--- config.mk ---
export PLATFORM = sky130hd
export DESIGN_NAME = interlock_fault_diag
export DESIGN_NICKNAME = d
export VERILOG_FILES = /design/src/interlock_pkg.sv /design/src/interlock_fault_diag.sv /design/src/sync_2ff.sv
export SDC_FILE = /design/constraint.sdc
export NUM_CORES = 1
export LEC_CHECK = 0
export BUFFER_PORTS_ARGS = -buffer_cell sky130_fd_sc_hd__buf_4
export CAP_MARGIN = 20
export CORE_ASPECT_RATIO = 1.25
export CORE_MARGIN = 2
export CORE_UTILIZATION = 55
export CTS_BUF_LIST = sky130_fd_sc_hd__clkbuf_4 sky130_fd_sc_hd__clkbuf_8 sky130_fd_sc_hd__clkbuf_16
export DETAILED_ROUTE_END_ITERATION = 7
export PLACE_DENSITY = 0.83
export SETUP_SLACK_MARGIN = 0.2
export SLEW_MARGIN = 10
export SYNTH_ARGS = -nofsm -noshare
export SYNTH_HDL_FRONTEND = slang
export SYNTH_HIERARCHICAL = 1
export SYNTH_SLANG_ARGS = --single-unit
export TNS_END_PERCENT = 30
--- constraint.sdc ---
create_clock -name clk_i -period 2.7 [get_ports clk_i]
set_input_delay 0 -clock clk_i [delete_from_list [all_inputs] [get_ports clk_i]]
set_output_delay 0 -clock clk_i [all_outputs]
set_load 0.05 [all_outputs]
--- src/interlock_pkg.sv ---
// constants, field positions and carrier types of the interlock fault and diagnostic block
package interlock_pkg;

  // ------------------------------------------------------------------
  // register bus shape
  // ------------------------------------------------------------------
  localparam int unsigned ADDR_W = 8;
  localparam int unsigned DATA_W = 32;
  localparam int unsigned BYTE_W = 8;

  // ------------------------------------------------------------------
  // register offsets (byte addresses)
  // ------------------------------------------------------------------
  localparam logic [ADDR_W-1:0] OFF_REQ   = 8'h00; // request byte, read/write
  localparam logic [ADDR_W-1:0] OFF_RESP  = 8'h04; // response byte, read only
  localparam logic [ADDR_W-1:0] OFF_WDIAG = 8'h08; // warning diagnostic byte, read only
  localparam logic [ADDR_W-1:0] OFF_FDIAG = 8'h0C; // fault diagnostic byte, read only

  // ------------------------------------------------------------------
  // reset values
  // ------------------------------------------------------------------
  localparam logic [BYTE_W-1:0] REQ_RST_VAL  = 8'h00;
  localparam logic [BYTE_W-1:0] BYTE_RST_VAL = 8'h00;

  // ------------------------------------------------------------------
  // request byte fields
  // ------------------------------------------------------------------
  localparam int unsigned REQ_MAGNET = 0;
  localparam int unsigned REQ_RESET  = 7;

  // ------------------------------------------------------------------
  // response byte fields
  // ------------------------------------------------------------------
  localparam int unsigned RESP_OUT_ON   = 0;
  localparam int unsigned RESP_ACT      = 1;
  localparam int unsigned RESP_LOCKED   = 2;
  localparam int unsigned RESP_RELEASE  = 4;
  localparam int unsigned RESP_GUARD    = 5;
  localparam int unsigned RESP_WARN     = 6;
  localparam int unsigned RESP_FAULT    = 7;

  // ------------------------------------------------------------------
  // warning diagnostic byte fields
  // ------------------------------------------------------------------
  localparam int unsigned WD_OUT1  = 0;
  localparam int unsigned WD_OUT2  = 1;
  localparam int unsigned WD_CROSS = 2;
  localparam int unsigned WD_TEMP  = 3;
  localparam int unsigned WD_INT   = 5;
  localparam int unsigned WD_COMM  = 6;
  localparam int unsigned WD_LOWV  = 7;

  // ------------------------------------------------------------------
  // fault diagnostic byte fields; entries 2..5 are the general faults
  // ------------------------------------------------------------------
  localparam int unsigned FD_OUT1  = 0;
  localparam int unsigned FD_OUT2  = 1;
  localparam int unsigned FD_CROSS = 2;
  localparam int unsigned FD_TEMP  = 3;
  localparam int unsigned FD_ACT   = 4;
  localparam int unsigned FD_INT   = 5;
  localparam int unsigned N_OUT    = 2;
  localparam int unsigned N_GEN    = 4;

  // ------------------------------------------------------------------
  // timing: warning escalation
  // ------------------------------------------------------------------
  localparam longint unsigned CLK_PERIOD_NS   = 8;
  localparam longint unsigned WARN_TIME_MIN   = 30;
  localparam longint unsigned NS_PER_MIN      = 64'h0000_000D_F847_5800; // sixty seconds in ns
  localparam longint unsigned WARN_TIME_CYC   = WARN_TIME_MIN * NS_PER_MIN / CLK_PERIOD_NS;
  localparam int unsigned     WARN_CNT_W      = 38;
  localparam logic [WARN_CNT_W-1:0] WARN_CNT_DEF = WARN_CNT_W'(WARN_TIME_CYC);

  // ------------------------------------------------------------------
  // carriers
  // ------------------------------------------------------------------
  typedef struct packed {
    logic rel1;           // first_release_input
    logic rel2;           // second_release_input
    logic guard;          // guard detected
    logic act_present;    // actuator detected
    logic act_locked;     // actuator detected and locked
    logic out1_test_fail; // output test failed on first_safety_output
    logic out2_test_fail; // output test failed on second_safety_output
    logic out_short;      // short between the two safety outputs
    logic out1_ext_volt;  // external voltage on first output
    logic out2_ext_volt;  // external voltage on second output
    logic cross_wire;     // cross short of output wiring
    logic over_temp;      // internal temperature too high
    logic actuator_bad;   // wrong or defective actuator
    logic internal_err;   // internal device error
    logic low_supply;     // operating voltage too low
    logic comm_err;       // serial_diag_line link to gateway failed
  } sense_t;

  typedef struct packed {
    logic [ADDR_W-1:0] addr;
    logic [DATA_W-1:0] wdata;
    logic              wr;
    logic              rd;
  } bus_req_t;

endpackage

--- src/interlock_fault_diag.sv ---
// fault, lockout and warning handling of the interlock with its diagnostic byte registers
// Function
// - internal error turns both safety outputs off within a few cycles.
// - fault clears once cause gone and reset bit falls or guard opens.
// - safety output faults stay set until the next release.
// - multiple output faults or output short latch a lockout cleared only by reset.
// - non-critical causes raise a warning while outputs stay enabled.
// - a warning drops by itself once its cause is gone.
// - warning held thirty minutes becomes a fault and turns outputs off.
// - diagnostic bytes readable and flagged whenever warning or fault reported.
// - response byte carries output, actuator, lock, release, guard, warning bits.
// - response bit 7 shows fault; expired warning moves into it.
// - warning byte flags outputs, cross, temperature, internal, link, supply.
// - fault byte flags outputs, cross, temperature, actuator, internal error.
// - every flag is active high.
// - link failure to gateway freezes the request state.
//
// The implementer's own choices: the register addresses and strobed register access.
`timescale 1ns/1ns
module interlock_fault_diag #(
  parameter logic [interlock_pkg::WARN_CNT_W-1:0] WARN_CYCLES = interlock_pkg::WARN_CNT_DEF
) (
  // clock and reset
  input  wire logic                              clk_i,
  input  wire logic                              rst_i,
  // register port
  input  wire interlock_pkg::bus_req_t           bus_i,
  output logic      [interlock_pkg::DATA_W-1:0]  rdata_o,
  // sensed pin levels, asynchronous
  input  wire interlock_pkg::sense_t             sense_i,
  // actuation and status
  output logic                                   first_safety_output_o,
  output logic                                   second_safety_output_o,
  output logic                                   magnet_o,
  output logic                                   diag_valid_o
);

  // ------------------------------------------------------------------
  // pin synchronisation
  // ------------------------------------------------------------------
  interlock_pkg::sense_t s;

  sync_2ff #(
    .WIDTH ($bits(interlock_pkg::sense_t))
  ) u_sync (
    .clk_i (clk_i),
    .rst_i (rst_i),
    .d_i   (sense_i),
    .q_o   (s)
  );

  // ------------------------------------------------------------------
  // state declarations
  // ------------------------------------------------------------------
  logic [interlock_pkg::BYTE_W-1:0]     req_q;
  logic [interlock_pkg::BYTE_W-1:0]     resp_q;
  logic [interlock_pkg::BYTE_W-1:0]     resp_d;
  logic [interlock_pkg::BYTE_W-1:0]     wdiag;
  logic [interlock_pkg::BYTE_W-1:0]     fdiag;
  logic [interlock_pkg::BYTE_W-1:0]     rd_byte;
  logic [interlock_pkg::DATA_W-1:0]     rdata_q;
  logic [interlock_pkg::WARN_CNT_W-1:0] warn_cnt_q;
  logic [interlock_pkg::N_OUT-1:0]      out_fault_q;
  logic [interlock_pkg::N_OUT-1:0]      out_set;
  logic [interlock_pkg::N_GEN-1:0]      gen_q;
  logic [interlock_pkg::N_GEN-1:0]      gen_set;
  logic [interlock_pkg::N_GEN-1:0]      gen_live;
  logic                                 lockout_q;
  logic                                 rel_both_q;
  logic                                 enable_q;
  logic                                 valid_q;

  // ------------------------------------------------------------------
  // request decode; writes while the link is down are dropped
  // ------------------------------------------------------------------
  wire req_wr   = bus_i.wr && (bus_i.addr == interlock_pkg::OFF_REQ);
  wire req_take = req_wr && !s.comm_err;
  wire ack      = req_take && req_q[interlock_pkg::REQ_RESET]
                  && !bus_i.wdata[interlock_pkg::REQ_RESET];
  wire guard_open = !s.guard;
  wire clear_ok   = ack || guard_open;

  // release cycle: both release inputs high after a cycle in which not both were high
  wire rel_both = s.rel1 && s.rel2;
  wire rel_rise = rel_both && !rel_both_q;

  // ------------------------------------------------------------------
  // warning causes and escalation timer
  // ------------------------------------------------------------------
  wire warn_any = s.out1_ext_volt || s.out2_ext_volt || s.cross_wire || s.over_temp;
  wire warn_expired = (warn_cnt_q == WARN_CYCLES);
  wire warn_hit     = warn_any && (warn_cnt_q == WARN_CYCLES - 1'b1);

  // timer saturates so a lasting warning does not re-arm the escalation
  always_ff @(posedge clk_i or posedge rst_i) begin
    if (rst_i) begin
      warn_cnt_q <= '0;
    end else if (!warn_any) begin
      warn_cnt_q <= '0;
    end else if (!warn_expired) begin
      warn_cnt_q <= warn_cnt_q + 1'b1;
    end
  end

  // ------------------------------------------------------------------
  // per-output faults: only a new release can confirm the repair
  // ------------------------------------------------------------------
  assign out_set[0] = s.out1_test_fail || (warn_hit && s.out1_ext_volt);
  assign out_set[1] = s.out2_test_fail || (warn_hit && s.out2_ext_volt);

  for (genvar i = 0; i < interlock_pkg::N_OUT; i++) begin : g_out
    // set wins over the release clear
    always_ff @(posedge clk_i or posedge rst_i) begin
      if (rst_i) begin
        out_fault_q[i] <= 1'b0;
      end else if (out_set[i]) begin
        out_fault_q[i] <= 1'b1;
      end else if (rel_rise) begin
        out_fault_q[i] <= 1'b0;
      end
    end
  end

  // ------------------------------------------------------------------
  // general faults: cross, temperature, actuator, internal
  // ------------------------------------------------------------------
  assign gen_set[0]  = s.out_short || (warn_hit && s.cross_wire);
  assign gen_set[1]  = warn_hit && s.over_temp;
  assign gen_set[2]  = s.actuator_bad;
  assign gen_set[3]  = s.internal_err || s.low_supply;
  assign gen_live[0] = s.out_short || s.cross_wire;
  assign gen_live[1] = s.over_temp;
  assign gen_live[2] = s.actuator_bad;
  assign gen_live[3] = s.internal_err || s.low_supply;

  for (genvar g = 0; g < interlock_pkg::N_GEN; g++) begin : g_gen
    // a fresh set in the clearing cycle keeps the fault
    always_ff @(posedge clk_i or posedge rst_i) begin
      if (rst_i) begin
        gen_q[g] <= 1'b0;
      end else if (gen_set[g]) begin
        gen_q[g] <= 1'b1;
      end else if (!gen_live[g] && clear_ok) begin
        gen_q[g] <= 1'b0;
      end
    end
  end

  // ------------------------------------------------------------------
  // lockout: deaf to acknowledgement, only reset (power removal) clears
  // ------------------------------------------------------------------
  wire lock_set = s.out_short || (&out_fault_q) || (s.out1_test_fail && s.out2_test_fail);

  always_ff @(posedge clk_i or posedge rst_i) begin
    if (rst_i) begin
      lockout_q <= 1'b0;
    end else if (lock_set) begin
      lockout_q <= 1'b1;
    end
  end

  wire fault_any = lockout_q || (|out_fault_q) || (|gen_q);

  // ------------------------------------------------------------------
  // enabling path; the raw internal error term saves a cycle of risk
  // ------------------------------------------------------------------
  wire enable_d = rel_both && s.guard && s.act_locked && !fault_any
                  && !s.internal_err;

  always_ff @(posedge clk_i or posedge rst_i) begin
    if (rst_i) begin
      enable_q   <= 1'b0;
      rel_both_q <= 1'b0;
    end else begin
      enable_q   <= enable_d;
      rel_both_q <= rel_both;
    end
  end

  assign first_safety_output_o  = enable_q;
  assign second_safety_output_o = enable_q;

  // ------------------------------------------------------------------
  // request register, held while the gateway link is down
  // ------------------------------------------------------------------
  always_ff @(posedge clk_i or posedge rst_i) begin
    if (rst_i) begin
      req_q <= interlock_pkg::REQ_RST_VAL;
    end else if (req_take) begin
      req_q <= bus_i.wdata[interlock_pkg::BYTE_W-1:0];
    end
  end

  assign magnet_o = req_q[interlock_pkg::REQ_MAGNET];

  // ------------------------------------------------------------------
  // response and diagnostic bytes, all flags active high
  // ------------------------------------------------------------------
  always_comb begin
    resp_d = interlock_pkg::BYTE_RST_VAL;
    resp_d[interlock_pkg::RESP_OUT_ON]  = enable_q;
    resp_d[interlock_pkg::RESP_ACT]     = s.act_present;
    resp_d[interlock_pkg::RESP_LOCKED]  = s.act_present && s.act_locked;
    resp_d[interlock_pkg::RESP_RELEASE] = rel_both;
    resp_d[interlock_pkg::RESP_GUARD]   = s.guard;
    resp_d[interlock_pkg::RESP_WARN]    = warn_any && !warn_expired;
    resp_d[interlock_pkg::RESP_FAULT]   = fault_any;
  end

  always_comb begin
    wdiag = interlock_pkg::BYTE_RST_VAL;
    wdiag[interlock_pkg::WD_OUT1]  = s.out1_ext_volt;
    wdiag[interlock_pkg::WD_OUT2]  = s.out2_ext_volt;
    wdiag[interlock_pkg::WD_CROSS] = s.cross_wire;
    wdiag[interlock_pkg::WD_TEMP]  = s.over_temp;
    wdiag[interlock_pkg::WD_INT]   = s.internal_err;
    wdiag[interlock_pkg::WD_COMM]  = s.comm_err;
    wdiag[interlock_pkg::WD_LOWV]  = s.low_supply;
  end

  always_comb begin
    fdiag = interlock_pkg::BYTE_RST_VAL;
    fdiag[interlock_pkg::FD_OUT1]  = out_fault_q[0];
    fdiag[interlock_pkg::FD_OUT2]  = out_fault_q[1];
    fdiag[interlock_pkg::FD_CROSS] = gen_q[0] || lockout_q;
    fdiag[interlock_pkg::FD_TEMP]  = gen_q[1];
    fdiag[interlock_pkg::FD_ACT]   = gen_q[2];
    fdiag[interlock_pkg::FD_INT]   = gen_q[3];
  end

  // registered copies: the response byte for the checks, the diagnostic flag for its output
  always_ff @(posedge clk_i or posedge rst_i) begin
    if (rst_i) begin
      resp_q  <= interlock_pkg::BYTE_RST_VAL;
      valid_q <= 1'b0;
    end else begin
      resp_q  <= resp_d;
      valid_q <= resp_d[interlock_pkg::RESP_WARN] || resp_d[interlock_pkg::RESP_FAULT];
    end
  end

  assign diag_valid_o = valid_q;

  // ------------------------------------------------------------------
  // read path: data only in the cycle after the strobe, zero elsewhere
  // ------------------------------------------------------------------
  wire sel_req   = bus_i.addr == interlock_pkg::OFF_REQ;
  wire sel_resp  = bus_i.addr == interlock_pkg::OFF_RESP;
  wire sel_wdiag = bus_i.addr == interlock_pkg::OFF_WDIAG;
  wire sel_fdiag = bus_i.addr == interlock_pkg::OFF_FDIAG;

  assign rd_byte = sel_req   ? req_q  :
                   sel_resp  ? resp_d :
                   sel_wdiag ? wdiag  :
                   sel_fdiag ? fdiag  : interlock_pkg::BYTE_RST_VAL;

  always_ff @(posedge clk_i or posedge rst_i) begin
    if (rst_i) begin
      rdata_q <= '0;
    end else begin
      rdata_q <= bus_i.rd ? {{(interlock_pkg::DATA_W - interlock_pkg::BYTE_W){1'b0}}, rd_byte}
                          : '0;
    end
  end

  assign rdata_o = rdata_q;

  // ------------------------------------------------------------------
  // checks
  // ------------------------------------------------------------------
  chk_internal_off: assert property (@(posedge clk_i) disable iff (rst_i)
    s.internal_err |=> !first_safety_output_o && !second_safety_output_o)
    else $error("internal error did not switch safety outputs off");

  chk_ack_clear: assert property (@(posedge clk_i) disable iff (rst_i)
    gen_q[2] && !gen_set[2] && !gen_live[2] && ack |=> !gen_q[2])
    else $error("acknowledged fault with cause gone not cleared");

  chk_out_fault_hold: assert property (@(posedge clk_i) disable iff (rst_i)
    out_fault_q[0] && !rel_rise |=> out_fault_q[0])
    else $error("output fault dropped before release");

  chk_lockout_latch: assert property (@(posedge clk_i) disable iff (rst_i)
    lockout_q |=> lockout_q ##1 !first_safety_output_o)
    else $error("lockout released or outputs enabled during lockout");

  chk_warn_keeps_out: assert property (@(posedge clk_i) disable iff (rst_i)
    warn_any && !warn_hit && !fault_any && rel_both && s.guard && s.act_locked
    && !s.internal_err |=> first_safety_output_o)
    else $error("warning alone dropped the enabling path");

  chk_warn_auto_clear: assert property (@(posedge clk_i) disable iff (rst_i)
    !warn_any |=> warn_cnt_q == '0 && !resp_q[interlock_pkg::RESP_WARN])
    else $error("warning not cleared after cause vanished");

  chk_warn_escalate: assert property (@(posedge clk_i) disable iff (rst_i)
    warn_hit |=> fault_any ##1 !first_safety_output_o)
    else $error("expired warning did not become a fault");

  chk_diag_flag: assert property (@(posedge clk_i) disable iff (rst_i)
    fault_any || (warn_any && !warn_expired) |=> diag_valid_o)
    else $error("diagnostic flag missing while warning or fault reported");

  chk_read_resp: assert property (@(posedge clk_i) disable iff (rst_i)
    bus_i.rd && sel_resp |=> rdata_o[interlock_pkg::BYTE_W-1:0] == resp_q)
    else $error("response read does not match response byte");

  chk_comm_hold: assert property (@(posedge clk_i) disable iff (rst_i)
    s.comm_err |=> $stable(req_q))
    else $error("request changed while gateway link failed");

endmodule

--- src/sync_2ff.sv ---
// two flip-flop synchroniser for a group of asynchronous pin levels
`timescale 1ns/1ns
module sync_2ff #(
  parameter int unsigned WIDTH = 16
) (
  // clock and reset
  input  wire logic             clk_i,
  input  wire logic             rst_i,
  // levels
  input  wire logic [WIDTH-1:0] d_i,
  output logic      [WIDTH-1:0] q_o
);

  // ------------------------------------------------------------------
  // one chain per bit; the first stage feeds only the second
  // ------------------------------------------------------------------
  for (genvar i = 0; i < WIDTH; i++) begin : g_bit
    logic meta_q;
    logic sync_q;
    always_ff @(posedge clk_i or posedge rst_i) begin
      if (rst_i) begin
        meta_q <= 1'b0;
        sync_q <= 1'b0;
      end else begin
        meta_q <= d_i[i];
        sync_q <= meta_q;
      end
    end
    assign q_o[i] = sync_q;
  end

endmodule

==> run_results.csv, run 1 <==
group,metric,value,unit
final_layout,diodes,0,
critical_path,required,2.94,ns
clock_network,cts.reportedPaths.clkPinSlew,0.10,ns
final_layout,finalNetCount,560,
global_routing,grt-ovfl-total,0,
clock_network,cts_tree,"done",
placed_design,portBuffers,47,
global_routing,grt_pass1_wl,17.01,mm
placed_design,dpl_cell_area,4816,um^2
routing,ant_nets,0,
floorplanning,ios,96,
global_routing,grt_max_degree,39,
synth,yosys.area.top_type,"dfrtp_1",
timing,max_freq,432.0,MHz
critical_path,cp-start-kind,"flip-flop",
synth,ys.flop_type,"dfrtp_1",
routing,wire_per_inst,17.11,um
final_layout,final_area,5323,um^2
final_layout,multi_input_area,1862,um^2
floorplanning,start_util,56.23,%
timing,hold_viol,0,
critical_path,r2r-end,"rdata_o[6]",
timing,tightest_slew,0.7941,ns
clock_network,cts_sinks,96,
critical_path,cp_data_arrival_time,2.56,ns
clock_network,clockBufferDepth,2,
floorplanning,coreArea,8148,um^2
critical_path,endpoint_kind,"flip-flop",
routing,drt-total-wl,10.26,mm
placed_design,place_worst_setup_slack,0.5478,ns
power_and_ir_drop,pwr_density_cell,526.9,nW/um^2
critical_path,reg2reg_from,"warn_cnt_q[21]",
final_layout,area_growth,16.17,%
synth,yosysTopAreaCellShare,52.43,%
synth,syn_avg_cell_area,10.48,um^2
timing,post-route-period-util,85.74,%
synth,yosysUniqueCellTypes,44,
critical_path,cp-startpoint,"warn_cnt_q[21]",
critical_path,cp-endpoint,"rdata_o[6]",
power_and_ir_drop,ir_worst_vdd,0.4085,mV
synth,synthCells,437,
critical_path,regToRegSetupSlack,0.38,ns
timing,fin_tns_setup,0,ns
synth,synthTopCellsByCount,"96 x dfrtp_1, 41 x buf_4, 25 x nand2_1, 23 x nand3_1",
clock_network,htree_levels,3,
clock_network,cts_root_buffer,"clkbuf_8",
synth,ys_ff_latch,96,
final_layout,final_util,65.33,%
timing,timing.hold.ws,0.03972,ns
floorplanning,die_h,106.0,um
routing,first_pass_iters,4,
synth,async_reset_ff_share,100.0,%
critical_path,crit_fanout,8,
final_layout,final-seq-area,2402,um^2
floorplanning,dieArea,9081,um^2
placed_design,dp_hpwl,6.690,mm
timing,rsz0062_at_grt,"no",
placed_design,routabilityCongestion,0.8982,
routing,num_vias,3628,
critical_path,reg2reg_depth,5,
synth,syn-cell-area,4582,um^2
synth,synth-edff-count,0,
global_routing,grt_pass1_vias,3481,
synth,yosysSeqAreaShare,52.43,%
critical_path,path_class,"flip-flop to flip-flop",
routing,viasPerCell,6.047,
run_status,status,"finished, final reports clean",
floorplanning,fp.dieW,85.64,um
run,cap_violations,0,
clock_network,cts_buffers,9,
timing,fin_ws,0.3849,ns
synth,ys_top_cells_by_area,"dfrtp_1 52%, buf_4 6.7%, mux2i_1 3.5%",
timing,finalClockSkew,0.01150,ns
timing,drv_slew,0,
final_layout,layout-drive-gt1-share,17.10,%
timing,max_slew_margin,46.57,%
floorplanning,core.rowCount,37,
routing,drc_errors,0,
routing,drt_iter0_drc,234,
timing,min_period,2.315,ns
global_routing,grt_use_total,23.83,%
clock_network,clock_latency,0.36,ns
final_layout,fillers,594,
timing,setup_viol,0,
synth,synth.most_common_cell,"dfrtp_1",
hold_path,hold_path_class,"input pin to flip-flop",
synth,yosysWarnings,6,
global_routing,antenna_found_initial,0,
power_and_ir_drop,p_leak,2.412,nW
power by group:
group	internal [mW]	total, mW	switching (mW)
logic	0.139	0.352	0.213
registers	1.50	1.58	0.0801
clock network	0.364	0.869	0.505
worst max-delay path: stages (launching register included):
cell and delay, ns:
dfrtp_1 0.47, nor4_1 0.36, nand4_1 0.35, nor3_2 0.32, o41ai_1 0.13, dlygate4sd3_1 0.57
per-stage QoR:
stage	cells	total power, mW
4_1_cts	597	2.807
3_3_place_gp	553	1.905
3_5_place_dp	553	1.919
6_report	600	2.805
2_1_floorplan	460	1.861
5_1_grt	600	2.928
state kept, by name, summed over array words and instances (netlist names):
name                   count
warn_cnt_q                38
req_q                      8
u_sync/g_bit.sync_q       16
gen_q                      1
u_sync/g_bit.meta_q       16
rel_both_q                 1
first_safety_output_o      1
rdata_o                    8
diag_valid_o               1
fdiag                      5
lockout_q                  1
layer usage:
layer	vias to the layer above	part of all wire, %	routed length [um]	global-route usage [%]
li1	1656	-	-	-
met1	1794	38	3872	29.35
met2	147	54	5529	40.35
met3	31	4.9	508	3.183
met4	0	3.4	353	12.93
met5	-	0	0	0
cell type report:
| type | count | area share, % |
|---|---|---|
| Clock buffer | 10 | 2.586 |
| Inverter | 14 | 0.9873 |
| Sequential cell | 96 | 45.13 |
| Timing Repair Buffer | 82 | 13.26 |
| Clock inverter | 6 | 0.7757 |
| Tap cell | 97 | 2.280 |
| Multi-Input combinational cell | 295 | 34.98 |
worst min-delay path by stage:
| stage | start | to | depth (start not counted) |
|---|---|---|---|
| 6_report | bus_i[36] | rdata_o[2] | 2 |
| 5_1_grt | bus_i[36] | rdata_o[2] | 2 |
| 4_1_cts | bus_i[36] | rdata_o[2] | 2 |
| 3_5_place_dp | sense_i[1] | u_sync/g_bit[1].meta_q | 1 |
| 3_3_place_gp | sense_i[7] | u_sync/g_bit[7].meta_q | 1 |
| 2_1_floorplan | sense_i[0] | u_sync/g_bit[0].meta_q | 0 |
cells by family (layout without fill, tap and decap cells):
family	Yosys count	after routing	synth area share (%)
buffers and inverters	69	112	9.066
multiplexers	24	24	5.461
AND/OR/NAND/NOR	170	170	21.35
adder cells (fa/ha/maj)	2	2	0.5461
AO/OA/AOI/OAI	64	64	8.957
XOR/XNOR	11	11	2.103
flip-flops	96	96	52.43
other	1	24	0.08184
cell usage in the layout (no fill, tap or decap), types with 3 or more instances in the layout:
| cell | n |
|---|---|
| or3_1 | 5 |
| clkinv_2 | 3 |
| nand2b_1 | 9 |
| inv_1 | 12 |
| nand2_1 | 25 |
| nand3_1 | 23 |
| and4_1 | 6 |
| dlygate4sd3_1 | 28 |
| o31ai_1 | 13 |
| clkbuf_8 | 10 |
| xnor2_1 | 5 |
| a31oi_1 | 7 |
| a21oi_1 | 22 |
| xor2_1 | 6 |
| mux2i_1 | 16 |
| conb_1 | 24 |
| o21ai_0 | 8 |
| nand4_1 | 16 |
| nor4bb_1 | 3 |
| and2_1 | 7 |
| buf_4 | 53 |
| or4_1 | 14 |
| dfrtp_1 | 96 |
| and3_1 | 6 |
| mux2_2 | 8 |
| nor3_1 | 9 |
| nor4_1 | 14 |
| nor2_1 | 22 |
| a221oi_1 | 3 |
what timing repair did:
action | CTS | global route
hold buffers | 28 | 0
resized for setup | 0 | 1
setup buffers | 0 | 2
endpoints found under the setup margin | 0 | 1
hold endpoints to repair | 96 | 0
Note: power is estimated with default switching activity, not from simulation.
==> run 2, diff against run 1 <==
--- a/config.mk
+++ b/config.mk
@@ -5,6 +5,7 @@
 export SDC_FILE = /design/constraint.sdc
 export NUM_CORES = 1
 export LEC_CHECK = 0
+export ABC_AREA = 1
 export BUFFER_PORTS_ARGS = -buffer_cell sky130_fd_sc_hd__buf_4
 export CAP_MARGIN = 20
 export CORE_ASPECT_RATIO = 1.25
@@ -12,7 +13,7 @@
 export CORE_UTILIZATION = 55
 export CTS_BUF_LIST = sky130_fd_sc_hd__clkbuf_4 sky130_fd_sc_hd__clkbuf_8 sky130_fd_sc_hd__clkbuf_16
 export DETAILED_ROUTE_END_ITERATION = 7
-export PLACE_DENSITY = 0.83
+export PLACE_DENSITY = 0.82
 export SETUP_SLACK_MARGIN = 0.2
 export SLEW_MARGIN = 10
 export SYNTH_ARGS = -nofsm -noshare
==> run 2 against run 1 <==
Critical path depth increased by 2. Total power increased by 8.6%. Critical endpoint is now warn_cnt_q[24]. Setup slack improved by 0.49 ns. Sequential power about the same. Via count increased by 12%. Final cell count increased by 33%. Design area increased by 8.3%. Register-to-register slack improved by 0.49 ns. Highest routed layer unchanged. Global-route usage increased by 1.3 points. Largest cell class unchanged.
==> run_results.csv, run 2 <==
group,metric,value,unit
run_status,status,"finished, final reports clean",
synth,yosysTopAreaCellShare,48.30,%
placed_design,dp_hpwl,8.311,mm
timing,fin_ws,0.8731,ns
power_and_ir_drop,p_leak,2.828,nW
synth,ys_ff_latch,96,
final_layout,largest_register_ffs,38,
global_routing,grt_max_degree,65,
synth,yosys.area.top_type,"dfrtp_1",
final_layout,area_growth,15.90,%
synth,synth-edff-count,0,
synth,ys.flop_type,"dfrtp_1",
placed_design,routabilityCongestion,0.9506,
global_routing,antenna_found_initial,0,
routing,first_pass_iters,5,
global_routing,grt-ovfl-total,0,
placed_design,portBuffers,47,
final_layout,final_cell_mix,"125 x nand2_1, 96 x dfrtp_1, 91 x nor2_1",
timing,finalClockSkew,0.01134,ns
synth,yosysWarnings,6,
synth,synth.most_common_cell,"nand2_1",
timing,max_freq,547.4,MHz
final_layout,finalNetCount,734,
floorplanning,ios,96,
floorplanning,die_h,110.3,um
critical_path,cp_data_arrival_time,2.06,ns
final_layout,diodes,0,
synth,syn-cell-area,4974,um^2
critical_path,cp-startpoint,"warn_cnt_q[0]",
clock_network,cts_hold_buf,27,
routing,ant_nets,0,
routing,drc_errors,0,
clock_network,cts.reportedPaths.clkPinSlew,0.10,ns
synth,yosysSeqAreaShare,48.30,%
final_layout,final_common_cell,"nand2_1",
floorplanning,start_util,56.85,%
timing,tightest_slew,0.6758,ns
hold_path,hp-start,"bus_i[1]",
timing,drv_slew,0,
power_and_ir_drop,pwr_density_cell,528.5,nW/um^2
timing,max_slew_margin,54.90,%
clock_network,cts_tree,"done",
floorplanning,core.rowCount,38,
timing,fin_tns_setup,0,ns
placed_design,place_worst_setup_slack,0.8880,ns
synth,synthTopCellsByCount,"125 x nand2_1, 96 x dfrtp_1, 91 x nor2_1, 70 x inv_1, 43 x buf_4",
global_routing,grt_pass1_vias,3945,
floorplanning,dieArea,9825,um^2
critical_path,cp-start-kind,"flip-flop",
clock_network,cts-resized-gates,0,
clock_network,cts_buffers,9,
power_and_ir_drop,ir_worst_vdd,0.5703,mV
floorplanning,fp.dieW,89.06,um
timing,post-route-period-util,67.66,%
routing,viasPerCell,5.117,
synth,ys_top_cells_by_area,"dfrtp_1 48%, nand2_1 9.4%, nor2_1 6.9%",
synth,async_reset_ff_share,100.0,%
global_routing,grt_use_total,25.16,%
clock_network,cts_sinks,96,
critical_path,path_class,"flip-flop to flip-flop",
final_layout,regMostFlops,"warn_cnt_q",
critical_path,slowest_delay,0.46,ns
global_routing,grt_pass1_wl,18.60,mm
final_layout,fillers,725,
final_layout,layout-drive-gt1-share,16.54,%
floorplanning,coreArea,8748,um^2
clock_network,clock_latency,0.38,ns
clock_network,cts_root_buffer,"clkbuf_8",
clock_network,htree_levels,3,
critical_path,crit_chain,"ha_1, nand2_1, nor2_4, nand2_4, nor3_2, xor2_1, nor2_1",
synth,syn_avg_cell_area,8.207,um^2
critical_path,slowest_stage,"dfrtp_1",
synth,yosysUniqueCellTypes,39,
run,cap_violations,0,
critical_path,crit_fanout,7,
routing,num_vias,4078,
timing,hold_viol,0,
synth,synthCells,606,
routing,wire_per_inst,14.51,um
critical_path,required,2.94,ns
final_layout,top_regs,"warn_cnt_q x38, u_sync/g_bit.meta_q x16, u_sync/g_bit.sync_q x16",
critical_path,endpoint_kind,"flip-flop",
critical_path,reg2reg_from,"warn_cnt_q[0]",
routing,drt_iter0_drc,293,
hold_path,hold_path_class,"input pin to flip-flop",
timing,min_period,1.827,ns
routing,drt-total-wl,11.57,mm
clock_network,postCtsSetupRepairBufs,0,
timing,rsz0062_at_grt,"no",
timing,setup_viol,0,
clock_network,clockBufferDepth,2,
-- run 2: cell families (layout without fill, tap and decap cells) --
kind of cell               count (synthesis)  after routing  synth area share [%]
buffers and inverters                    120            168                 12.33
xor gates and xnor gates                  10             10                 1.761
other                                      1             24               0.07540
and+or+nand+nor                          317            317                 30.42
AOI/OAI and AO/OA                         59             59                 6.415
DFF                                       96             96                 48.30
adders and majority gates                  2              2                0.5031
muxes                                      1              1                0.2013
-- run 2: metrics by stage --
| stage | power (mW) | util [%] | std cells | area [um^2] | hold WS [ns] |
|---|---|---|---|---|---|
| finish | 3.046 | 65.89 | 797 | 5764 | 0.03696 |
| global route | 3.185 | 65.89 | 797 | 5764 | 0.06697 |
| CTS | 3.050 | 65.57 | 796 | 5737 | 0.02909 |
| detailed placement | 2.039 | 60.11 | 753 | 5259 | 0.1104 |
| global placement | 2.009 | 60.11 | 753 | 5259 | 0.1090 |
| floorplan | 1.957 | - | 629 | 5060 | 0.03143 |
-- run 2: where the power goes --
part | switching, mW | internal (mW)
registers | 0.0808 | 1.52
clock network | 0.550 | 0.448
logic | 0.298 | 0.153
total | 0.928 | 2.12
-- run 2: critical path: cells and delay by family (launching register included) --
family / cells / cell delay, ns
xor+xnor: 1 / 0.16
simple gates: 5 / 0.73
flops: 1 / 0.46
fa+ha+maj: 1 / 0.35
-- run 2: per-layer routing --
metal | GRT usage (%) | vias to the layer above | routed length (um)
met5 | 0 | - | 0
met4 | 12.90 | 0 | 434
met3 | 4.468 | 35 | 567
met2 | 43.66 | 143 | 6176
met1 | 29.59 | 1919 | 4386
li1 | - | 1981 | -
-- run 2: final timing paths --
kind | to | slack, ns | depth (start not counted)
setup / recovery | warn_cnt_q[24] | 0.87 | 7
hold / removal | req_q[4] | 0.04 | 3
setup reg to reg | warn_cnt_q[24] | 0.87 | 7
hold reg to reg | u_sync/g_bit[15].sync_q | 0.35 | 0
max in group asynchronous | warn_cnt_q[14] | 2.14 | 4
min in group asynchronous | u_sync/g_bit[10].meta_q | 0.14 | 3
-- run 2: area by class of cell --
type | count | area (um^2) | share of cell area [%]
multi-input cells | 413 | 2044 | 35.47
repair buffers | 77 | 678.2 | 11.76
clock buffers | 9 | 123.9 | 2.149
clock inverters | 7 | 83.83 | 1.454
well taps | 120 | 150.1 | 2.605
flip-flops and latches | 96 | 2402 | 41.68
inverters | 75 | 281.5 | 4.884
